## src/ast_regs.vh

```
`ifndef AST_REGS_VH
`define AST_REGS_VH

// register byte offsets
`define AST_OFF_MODE 12'h000
`define AST_OFF_CTRL 12'h004
`define AST_OFF_STAT 12'h008
`define AST_OFF_TXD 12'h00c
`define AST_OFF_RXD 12'h010
`define AST_OFF_DIV 12'h014

// mode_reg fields
`define AST_MODE_CHR7 0
`define AST_MODE_PAR_ON 1
`define AST_MODE_PAR_ODD 2
`define AST_MODE_STOP2 3
`define AST_MODE_MPROC 4
`define AST_MODE_SYNC 5
`define AST_MODE_W 6

// control_reg fields
`define AST_CTRL_TX_ON 0
`define AST_CTRL_RX_ON 1
`define AST_CTRL_CKS_LO 2
`define AST_CTRL_CKS_HI 3
`define AST_CTRL_TIE 4
`define AST_CTRL_TX_END_IRQ_ENABLE 5
`define AST_CTRL_RIE 6
`define AST_CTRL_MPB 7
`define AST_CTRL_W 8

// status_reg fields
`define AST_ST_TX_BUFFER_EMPTY_FLAG 0
`define AST_ST_RX_BUFFER_FULL_FLAG 1
`define AST_ST_OER 2
`define AST_ST_FER 3
`define AST_ST_PER 4
`define AST_ST_TX_END_FLAG 5

// reset values
`define AST_MODE_RST 6'h00
`define AST_CTRL_RST 8'h00
`define AST_DIV_RST 16'h001f

// timing: ticks of the 16x clock per bit, sample point
`define AST_TICKS_LAST 4'hf
`define AST_SAMPLE_TICK 4'h7

`endif

```

## src/ast_transceiver.v

```verilog
// Function
// - pick internal generator or external clock
// - clock output rises mid-bit at bit rate
// - clearing tx enable sets buffer empty
// - rx disable keeps rx flags and data
// - pending byte moves to shifter, flag set
// - stop bit checks buffer, chains next frame
// - empty at stop: end flag, line high
// - start detect, LSB-first shift, parity, stop
// - count ones against selected parity
// - check first stop bit only
// - overrun keeps data out of holding
// - good frame stored, full flag set
// - error sets flag, full flag unchanged
// - framing error still stores character
// - parity error discards character
// - reception halts while errors stand
// - sync on falling start, sample eighth tick
// - frame format from mode bits
//
// Our own choices: the register addresses and the APB interface to the registers.
`timescale 1ns/1ps
`default_nettype none
`include "ast_regs.vh"

module ast_transceiver (
  // apb clock and reset
  input wire pclk,
  input wire presetn,
  // apb slave
  input wire psel,
  input wire penable,
  input wire pwrite,
  input wire [11:0] paddr,
  input wire [31:0] pwdata,
  output reg [31:0] prdata_q,
  output reg pready_q,
  output reg pslverr_q,
  // serial line
  output reg txd_q,
  input wire rxd,
  // serial clock pin, split
  input wire serial_clock_pin_in,
  output reg serial_clock_pin_out_q,
  output reg serial_clock_pin_oe_q,
  // event requests, levels
  output reg tx_empty_irq_q,
  output reg tx_end_irq_q,
  output reg rx_full_irq_q,
  output reg rx_error_irq_q
);

  localparam [2:0] ST_IDLE = 3'd0;
  localparam [2:0] ST_START = 3'd1;
  localparam [2:0] ST_DATA = 3'd2;
  localparam [2:0] ST_PAR = 3'd3;
  localparam [2:0] ST_STOP1 = 3'd4;
  localparam [2:0] ST_STOP2 = 3'd5;

  // external source when the high select bit is set
  function ext_clock;
    input [`AST_CTRL_W-1:0] c;
    begin
      ext_clock = c[`AST_CTRL_CKS_HI];
    end
  endfunction

  // decode of an apb offset
  function hit;
    input [11:0] a;
    input [11:0] off;
    begin
      hit = (a == off);
    end
  endfunction

  reg [`AST_MODE_W-1:0] mode_reg_q;
  reg [`AST_CTRL_W-1:0] control_reg_q;
  reg [15:0] div_q;
  reg [7:0] tx_data_holding_q;
  reg [7:0] rx_data_holding_q;
  reg tx_buffer_empty_flag_q;
  reg tx_end_flag_q;
  reg rx_buffer_full_flag_q;
  reg overrun_error_flag_q;
  reg framing_error_flag_q;
  reg parity_error_flag_q;
  reg [2:0] tx_st_q;
  reg [3:0] tx_sub_q;
  reg [2:0] tx_idx_q;
  reg [7:0] tx_shifter_q;
  reg tx_par_q;
  reg [2:0] rx_st_q;
  reg [3:0] rx_sub_q;
  reg [2:0] rx_idx_q;
  reg [7:0] rx_shifter_q;
  reg rx_par_q;
  reg rxd_prev_q;
  reg [31:0] rdata_d;
  wire tick;

  wire wr_en = psel & penable & pready_q & pwrite;
  wire wr_txd = wr_en & hit(paddr, `AST_OFF_TXD);
  wire wr_stat = wr_en & hit(paddr, `AST_OFF_STAT);
  wire tx_on = control_reg_q[`AST_CTRL_TX_ON];
  wire rx_on = control_reg_q[`AST_CTRL_RX_ON];
  wire chr7 = mode_reg_q[`AST_MODE_CHR7];
  wire mproc = mode_reg_q[`AST_MODE_MPROC];
  wire extra_bit = mode_reg_q[`AST_MODE_PAR_ON] | mproc;
  wire [2:0] last_idx = chr7 ? 3'd6 : 3'd7;
  wire [7:0] tx_mask = chr7 ? 8'h7f : 8'hff;
  wire any_err = overrun_error_flag_q | framing_error_flag_q | parity_error_flag_q;

  ast_tick_gen u_tick (
    .pclk(pclk),
    .presetn(presetn),
    .ext_sel(ext_clock(control_reg_q)),
    .divisor(div_q),
    .sck_in(serial_clock_pin_in),
    .tick_q(tick)
  );

  ////////////////////////////////////////////////////////////////////
  // apb slave: pready rises in the first access cycle
  always @* begin
    rdata_d = 32'h0000_0000;
    case (paddr)
      `AST_OFF_MODE: rdata_d[`AST_MODE_W-1:0] = mode_reg_q;
      `AST_OFF_CTRL: rdata_d[`AST_CTRL_W-1:0] = control_reg_q;
      `AST_OFF_STAT: rdata_d[5:0] = {tx_end_flag_q, parity_error_flag_q, framing_error_flag_q,
                                     overrun_error_flag_q, rx_buffer_full_flag_q, tx_buffer_empty_flag_q};
      `AST_OFF_TXD: rdata_d[7:0] = tx_data_holding_q;
      `AST_OFF_RXD: rdata_d[7:0] = rx_data_holding_q;
      `AST_OFF_DIV: rdata_d[15:0] = div_q;
      default: rdata_d = 32'h0000_0000;
    endcase
  end

  // answer latched at setup so every bus output is a flip-flop
  always @(posedge pclk or negedge presetn) begin
    if (!presetn) begin
      pready_q <= 1'b0;
      pslverr_q <= 1'b0;
      prdata_q <= 32'h0000_0000;
    end else begin
      pready_q <= psel & ~penable;
      pslverr_q <= psel & ~penable & (paddr > `AST_OFF_DIV | paddr[1:0] != 2'b00);
      prdata_q <= (psel & ~penable & ~pwrite) ? rdata_d : 32'h0000_0000;
    end
  end

  // software-written configuration
  always @(posedge pclk or negedge presetn) begin
    if (!presetn) begin
      mode_reg_q <= `AST_MODE_RST;
      control_reg_q <= `AST_CTRL_RST;
      div_q <= `AST_DIV_RST;
      tx_data_holding_q <= 8'h00;
    end else begin
      // settings are taken any time; software keeps tx and rx off first
      if (wr_en & hit(paddr, `AST_OFF_MODE)) begin
        mode_reg_q <= pwdata[`AST_MODE_W-1:0];
      end
      if (wr_en & hit(paddr, `AST_OFF_CTRL)) begin
        control_reg_q <= pwdata[`AST_CTRL_W-1:0];
      end
      if (wr_en & hit(paddr, `AST_OFF_DIV)) begin
        div_q <= pwdata[15:0];
      end
      if (wr_txd) begin
        tx_data_holding_q <= pwdata[7:0];
      end
    end
  end

  ////////////////////////////////////////////////////////////////////
  // transmitter: one bit every sixteen ticks
  always @(posedge pclk or negedge presetn) begin
    if (!presetn) begin
      tx_st_q <= ST_IDLE;
      tx_sub_q <= 4'h0;
      tx_idx_q <= 3'd0;
      tx_shifter_q <= 8'h00;
      tx_par_q <= 1'b0;
      tx_buffer_empty_flag_q <= 1'b1;
      tx_end_flag_q <= 1'b1;
    end else if (!tx_on) begin
      tx_st_q <= ST_IDLE;
      tx_sub_q <= 4'h0;
      tx_buffer_empty_flag_q <= 1'b1;
    end else begin
      // a data write clears the empty flag; an idle load in that cycle wins, a stop-bit chain is held off
      if (wr_txd) begin
        tx_buffer_empty_flag_q <= 1'b0;
      end
      if (tx_st_q == ST_IDLE) begin
        if (!tx_buffer_empty_flag_q) begin
          tx_shifter_q <= tx_data_holding_q & tx_mask;
          tx_par_q <= mproc ? control_reg_q[`AST_CTRL_MPB]
                            : (^(tx_data_holding_q & tx_mask)) ^ mode_reg_q[`AST_MODE_PAR_ODD];
          tx_buffer_empty_flag_q <= 1'b1;
          tx_end_flag_q <= 1'b0;
          tx_sub_q <= 4'h0;
          tx_idx_q <= 3'd0;
          tx_st_q <= ST_START;
        end
      end else if (tick) begin
        tx_sub_q <= tx_sub_q + 4'h1;
        if (tx_sub_q == `AST_TICKS_LAST) begin
          case (tx_st_q)
            ST_START: begin
              tx_st_q <= ST_DATA;
            end
            ST_DATA: begin
              tx_shifter_q <= {1'b0, tx_shifter_q[7:1]};
              tx_idx_q <= tx_idx_q + 3'd1;
              if (tx_idx_q == last_idx) begin
                tx_st_q <= extra_bit ? ST_PAR : ST_STOP1;
              end
            end
            ST_PAR: begin
              tx_st_q <= ST_STOP1;
            end
            default: begin
              if (tx_st_q == ST_STOP1 && mode_reg_q[`AST_MODE_STOP2]) begin
                tx_st_q <= ST_STOP2;
              end else if (!tx_buffer_empty_flag_q && !wr_txd) begin
                // next byte waiting: chain the frame
                tx_shifter_q <= tx_data_holding_q & tx_mask;
                tx_par_q <= mproc ? control_reg_q[`AST_CTRL_MPB]
                                  : (^(tx_data_holding_q & tx_mask)) ^ mode_reg_q[`AST_MODE_PAR_ODD];
                tx_buffer_empty_flag_q <= 1'b1;
                tx_idx_q <= 3'd0;
                tx_st_q <= ST_START;
              end else begin
                tx_end_flag_q <= 1'b1;
                tx_st_q <= ST_IDLE;
              end
            end
          endcase
        end
      end
    end
  end

  ////////////////////////////////////////////////////////////////////
  // receiver: align to falling start edge, sample on eighth tick
  always @(posedge pclk or negedge presetn) begin
    if (!presetn) begin
      rx_st_q <= ST_IDLE;
      rx_sub_q <= 4'h0;
      rx_idx_q <= 3'd0;
      rx_shifter_q <= 8'h00;
      rx_par_q <= 1'b0;
      rxd_prev_q <= 1'b1;
      rx_data_holding_q <= 8'h00;
      rx_buffer_full_flag_q <= 1'b0;
      overrun_error_flag_q <= 1'b0;
      framing_error_flag_q <= 1'b0;
      parity_error_flag_q <= 1'b0;
    end else begin
      rxd_prev_q <= rxd;
      // writing zero clears a flag; the hardware set below overrides it
      if (wr_stat) begin
        rx_buffer_full_flag_q <= rx_buffer_full_flag_q & pwdata[`AST_ST_RX_BUFFER_FULL_FLAG];
        overrun_error_flag_q <= overrun_error_flag_q & pwdata[`AST_ST_OER];
        framing_error_flag_q <= framing_error_flag_q & pwdata[`AST_ST_FER];
        parity_error_flag_q <= parity_error_flag_q & pwdata[`AST_ST_PER];
      end
      // rx off only stops the shifter; flags and holding stay
      if (!rx_on) begin
        rx_st_q <= ST_IDLE;
      end else if (rx_st_q == ST_IDLE) begin
        if (!any_err && rxd_prev_q && !rxd) begin
          rx_sub_q <= 4'h0;
          rx_idx_q <= 3'd0;
          rx_shifter_q <= 8'h00;
          rx_st_q <= ST_START;
        end
      end else if (tick) begin
        rx_sub_q <= rx_sub_q + 4'h1;
        if (rx_sub_q == `AST_SAMPLE_TICK) begin
          case (rx_st_q)
            ST_START: begin
              // a glitch shorter than half a bit is no start
              if (rxd) begin
                rx_st_q <= ST_IDLE;
              end
            end
            ST_DATA: begin
              rx_shifter_q[rx_idx_q] <= rxd;
            end
            ST_PAR: begin
              rx_par_q <= rxd;
            end
            ST_STOP1: begin
              // only the first stop is checked; line then returns to idle
              rx_st_q <= ST_IDLE;
              if (rx_buffer_full_flag_q) begin
                overrun_error_flag_q <= 1'b1;
                rx_buffer_full_flag_q <= 1'b1;
              end else begin
                if (!rxd) begin
                  framing_error_flag_q <= 1'b1;
                end
                if (!mproc && mode_reg_q[`AST_MODE_PAR_ON] &&
                    ((^rx_shifter_q) ^ rx_par_q) != mode_reg_q[`AST_MODE_PAR_ODD]) begin
                  parity_error_flag_q <= 1'b1;
                end else begin
                  rx_data_holding_q <= rx_shifter_q;
                  if (rxd) begin
                    rx_buffer_full_flag_q <= 1'b1;
                  end
                end
              end
            end
            default: begin
              rx_st_q <= ST_IDLE;
            end
          endcase
        end else if (rx_sub_q == `AST_TICKS_LAST) begin
          case (rx_st_q)
            ST_START: begin
              rx_st_q <= ST_DATA;
            end
            ST_DATA: begin
              rx_idx_q <= rx_idx_q + 3'd1;
              if (rx_idx_q == last_idx) begin
                rx_st_q <= extra_bit ? ST_PAR : ST_STOP1;
              end
            end
            ST_PAR: begin
              rx_st_q <= ST_STOP1;
            end
            default: begin
              rx_st_q <= rx_st_q;
            end
          endcase
        end
      end
    end
  end

  ////////////////////////////////////////////////////////////////////
  // line, clock pin and event request outputs
  always @(posedge pclk or negedge presetn) begin
    if (!presetn) begin
      txd_q <= 1'b1;
      serial_clock_pin_out_q <= 1'b1;
      serial_clock_pin_oe_q <= 1'b0;
      tx_empty_irq_q <= 1'b0;
      tx_end_irq_q <= 1'b0;
      rx_full_irq_q <= 1'b0;
      rx_error_irq_q <= 1'b0;
    end else begin
      case (tx_st_q)
        ST_START: txd_q <= 1'b0;
        ST_DATA: txd_q <= tx_shifter_q[0];
        ST_PAR: txd_q <= tx_par_q;
        default: txd_q <= 1'b1; // mark when idle
      endcase
      // low for ticks 0..7, high for 8..15: rising edge at bit centre
      if (tx_st_q != ST_IDLE) begin
        serial_clock_pin_out_q <= tx_sub_q[3];
      end else if (rx_st_q != ST_IDLE) begin
        serial_clock_pin_out_q <= rx_sub_q[3];
      end else begin
        serial_clock_pin_out_q <= 1'b1;
      end
      serial_clock_pin_oe_q <= ~ext_clock(control_reg_q) & control_reg_q[`AST_CTRL_CKS_LO];
      tx_empty_irq_q <= control_reg_q[`AST_CTRL_TIE] & tx_buffer_empty_flag_q;
      tx_end_irq_q <= control_reg_q[`AST_CTRL_TX_END_IRQ_ENABLE] & tx_end_flag_q;
      rx_full_irq_q <= control_reg_q[`AST_CTRL_RIE] & rx_buffer_full_flag_q;
      rx_error_irq_q <= control_reg_q[`AST_CTRL_RIE] & any_err;
    end
  end

endmodule

`default_nettype wire

```

## src/ast_tick_gen.v

```verilog
`timescale 1ns/1ps
`default_nettype none

module ast_tick_gen (
  // clock and reset
  input wire pclk,
  input wire presetn,
  // source select
  input wire ext_sel,
  input wire [15:0] divisor,
  // external 16x clock, already synchronous
  input wire sck_in,
  // one-cycle pulse at 16x bit rate
  output reg tick_q
);

  reg [15:0] cnt_q;
  reg sck_prev_q;

  // baud generator or rising edges of the external 16x clock
  always @(posedge pclk or negedge presetn) begin
    if (!presetn) begin
      cnt_q <= 16'h0000;
      sck_prev_q <= 1'b0;
      tick_q <= 1'b0;
    end else begin
      sck_prev_q <= sck_in;
      if (ext_sel) begin
        cnt_q <= 16'h0000;
        tick_q <= sck_in & ~sck_prev_q;
      end else if (cnt_q >= divisor) begin
        cnt_q <= 16'h0000;
        tick_q <= 1'b1;
      end else begin
        cnt_q <= cnt_q + 16'h0001;
        tick_q <= 1'b0;
      end
    end
  end

endmodule

`default_nettype wire

```

## config.mk

```make
export PLATFORM = sky130hd
export DESIGN_NAME = ast_transceiver
export DESIGN_NICKNAME = d
export VERILOG_FILES = /design/src/ast_transceiver.v /design/src/ast_tick_gen.v
export VERILOG_INCLUDE_DIRS = /design/src
export SDC_FILE = /design/constraint.sdc
export NUM_CORES = 1
export LEC_CHECK = 0
export BUFFER_PORTS_ARGS = -buffer_cell sky130_fd_sc_hd__buf_4
export CAP_MARGIN = 20
export CORE_MARGIN = 4
export CORE_UTILIZATION = 60
export DETAILED_ROUTE_END_ITERATION = 16
export PLACE_DENSITY = 0.82
export REMOVE_ABC_BUFFERS = 1
export SLEW_MARGIN = 20
export SYNTH_ARGS = -nofsm -noshare
export SYNTH_HDL_FRONTEND = slang
export SYNTH_SLANG_ARGS = --single-unit
```

## constraint.sdc

```tcl
create_clock -name pclk -period 4.7 [get_ports pclk]
set_clock_uncertainty 0.05 [all_clocks]
set_input_delay 0.47 -clock pclk [delete_from_list [all_inputs] [get_ports pclk]]
set_output_delay 0.47 -clock pclk [all_outputs]
set_load 0.03 [all_outputs]
```

==> impl_results.md <==
- DRC: 0
- Die H: 117 um
- X dimension of the die: 117 um
- Post-synthesis instance total: 674
- Sequential fraction of the synthesis area: 0.476
- Maximum clock frequency: 400 MHz
- Setup Buffers After CTS: 0
- Average wire per standard cell: 18.7 um
- Layout overhead on the synthesized area: 16.3%
- CTS Sinks: 134
- Type of destination of the critical path: flip-flop
- Class of the tightest hold or removal check: in -> async
- Most common cell after layout, fill and taps aside: sky130_fd_sc_hd__dfrtp_1
- Clock Root Buffer: sky130_fd_sc_hd__clkbuf_16
- M1 wire length: 6930 um
- VDD IR-drop max: 0.387 mV
- Number of buffers inserted for hold repair after clock tree synthesis: 0
- Count of different cell masters after synthesis: 69
- Summed instance area of the synthesized netlist: 7080 um^2
- Adder and majority gate portion of the synthesized area: 0.0371
- Transition time at the pin with the least slew margin: 0.882 ns
- Source-to-sink clock delay at the later pin of the worst-skew pair: 0.42 ns
- Synthesized-area fraction occupied by xor and xnor cells: 0.0415
- Simple-gate area share of the yosys netlist: 0.154
- Via density: 6.12
- Reg-to-reg critical path startpoint: u_tick.tick_q
- Main combinational cell family by area after synthesis: simple AND/OR/NAND/NOR gates
- Hold Vio Cnt, Final: 0
- Worst setup path category: reg -> reg
- Synth async-reset ratio: 1.00
- Final critical-path share of the clock period: 0.532
- Post-Route Setup TNS: 0 ns
- Detailed-router iteration count before antenna repair: 6
- Wire length of the first global-routing pass: 26700 um
- Sum of met3 wire segment lengths after detailed routing: 1140 um
- Unrepaired setup endpoints after global routing: no
- Commonest non-fill, non-tap cells in the layout: sky130_fd_sc_hd__dfrtp_1, sky130_fd_sc_hd__buf_4, sky130_fd_sc_hd__nand2_1
- Vias in the first global route: 5348
- Total vias in the final route: 5400
- # IOs: 92
- Standard-cell row count: 39
- Arrival time of the worst setup path: 2.75 ns
- Pin count of the biggest net entering global routing: 98
- Max H-tree Level: 4
- Max transition margin: 0.412
- Clock tree from TritonCTS: done
- Ratio of cells with drive above 1 in the final layout: 0.234
- Avg Inst Size Synth: 10.5 um^2
- Buffers on Ports: 59
- Max-Cap Viols: 0
- Total detailed-routing wirelength: 16500 um
- Largest buffer count on any clock path: 2
- # fillers: 760
- Critical path launch point type: flip-flop
- Share of the synthesized area in compound gates (AO/OA/AOI/OAI): 0.122
- Antenna violation net count after detailed routing: 0
- Top fanout value on the critical path: 16
- Final setup violation count: 0
- Synth Flop Type: sky130_fd_sc_hd__dfrtp_1
- Nets@finish: 799
- Clock-pin slew on the worst setup and hold paths: 0.06 ns
- Initial antenna violation count: 0
- Number of buffers created by CTS: 17
- Pwr dens: 339 nW/um^2
- Final global-route overflow total: 0
- HPWL Detailed: 11500 um
- Outcome: complete, no violations
- Count of state elements after synthesis: 134
- Worst hold-check slack: 0.0595 ns
- Leakage Power: 3.89 nW
- Area of the core region: 11500 um^2
- Crit path from: u_tick.tick_q
- Synth warnings: 0
- Initial Utilization: 0.617
- Count of flip-flops with a built-in enable after synthesis: 0
- Floorplan die area: 13600 um^2
- Antenna diode count: 0
- Multiplexer share of the synthesized area: 0.120
- Number of DRC markers in iteration 0: 586
- Max layer used: met4
- Final-report max-slew violation count: 0
- Period minus WS final: 2.50 ns
- Length of routed met2 wiring: 8060 um
- Required time at the worst-slack endpoint: 4.95 ns
- Count of cells resized by post-cts repair: 0
- Last weighted congestion value of the routability-driven placer: 0.936
- All-Layer GR Usage: 0.254
==> final cells by class <==
cell class,instances,area [um^2],share of cell area
Inverter,28,105,0.0128
Sequential cell,134,3370,0.409
Clock inverter,12,223,0.0271
Multi-Input combinational cell,484,3420,0.416
Clock buffer,20,467,0.0567
Timing Repair Buffer,62,469,0.0570
Tap cell,143,179,0.0217
==> per-layer routing <==
metal,GRT usage,vias up
met5,0,-
met4,0.0872,0
met3,0.0601,42
met2,0.417,229
met1,0.333,2651
li1,-,2478
==> cell usage after synthesis (17+ instances only) <==
| library cell | n | area, um^2 |
|---|---|---|
| sky130_fd_sc_hd__a21oi_1 | 20 | 100 |
| sky130_fd_sc_hd__buf_4 | 17 | 128 |
| sky130_fd_sc_hd__clkbuf_1 | 23 | 86.3 |
| sky130_fd_sc_hd__dfrtp_1 | 124 | 3100 |
| sky130_fd_sc_hd__ha_1 | 21 | 263 |
| sky130_fd_sc_hd__inv_1 | 28 | 105 |
| sky130_fd_sc_hd__mux2_2 | 37 | 417 |
| sky130_fd_sc_hd__mux2_4 | 18 | 270 |
| sky130_fd_sc_hd__nand2_1 | 50 | 188 |
| sky130_fd_sc_hd__nand3_1 | 19 | 95.1 |
| sky130_fd_sc_hd__nor2_1 | 45 | 169 |
| sky130_fd_sc_hd__o21ai_0 | 44 | 220 |
| sky130_fd_sc_hd__xnor2_1 | 22 | 193 |
==> where the power goes <==
| group | internal, W | switching, W | total [W] |
|---|---|---|---|
| sequential | 0.00116 | 0.00000162 | 0.00116 |
| clock | 0.00104 | 0.000497 | 0.00153 |
| combinational | 0.0000274 | 0.0000680 | 0.0000954 |
==> flip-flops by register name, summed over array words and instances, names as in the netlist, 3 cells and up <==
signal             flops
prdata_q              16
div_q                 16
rx_idx_q               3
tx_data_holding_q      8
tx_shifter_q           8
mode_reg_q             6
tx_idx_q               3
control_reg_q          8
u_tick.cnt_q          16
tx_st_q                3
rx_sub_q               4
tx_sub_q               4
rx_data_holding_q      8
rx_st_q                3
rx_shifter_q           8
==> through the flow <==
step	instances	total power (W)	instance area [um^2]	util	setup slack (ns)
finish	883	0.00279	8230	0.718	2.20
global route	883	0.00286	8230	0.718	2.05
CTS	883	0.00280	8230	0.718	2.21
detailed placement	851	0.00127	7540	0.658	1.98
global placement	850	0.00127	7530	0.657	2.05
floorplan	646	0.00121	6890	-	2.47
==> final timing paths <==
check,end,slack [ns],depth (start not counted)
max,rx_data_holding_q[5],2.20,6
min,rx_idx_q[0],0.06,1
max reg2reg,rx_data_holding_q[5],2.20,6
min reg2reg,tx_shifter_q[7],0.43,2
max in group asynchronous,div_q[1],3.50,2
min in group pclk,u_tick.sck_prev_q,0.12,1
==> critical path: stages (launching register included) <==
cell	delay (ns)
sky130_fd_sc_hd__dfrtp_1	0.73
sky130_fd_sc_hd__nand2_1	0.21
sky130_fd_sc_hd__nor3_1	0.16
sky130_fd_sc_hd__and3_1	0.26
sky130_fd_sc_hd__or2b_4	0.31
sky130_fd_sc_hd__nor2b_4	0.31
sky130_fd_sc_hd__mux2_4	0.33
==> logic make-up (layout without fill, tap and decap cells) <==
family / after synthesis / count (layout)
and+or+nand+nor: 208 / 208
AOI/OAI and AO/OA: 137 / 137
DFF: 134 / 134
buffers and inverters: 71 / 122
muxes: 70 / 70
xor gates and xnor gates: 32 / 32
adders and majority gates: 21 / 21
other: 1 / 16
Note: power is estimated with default switching activity, not from simulation.
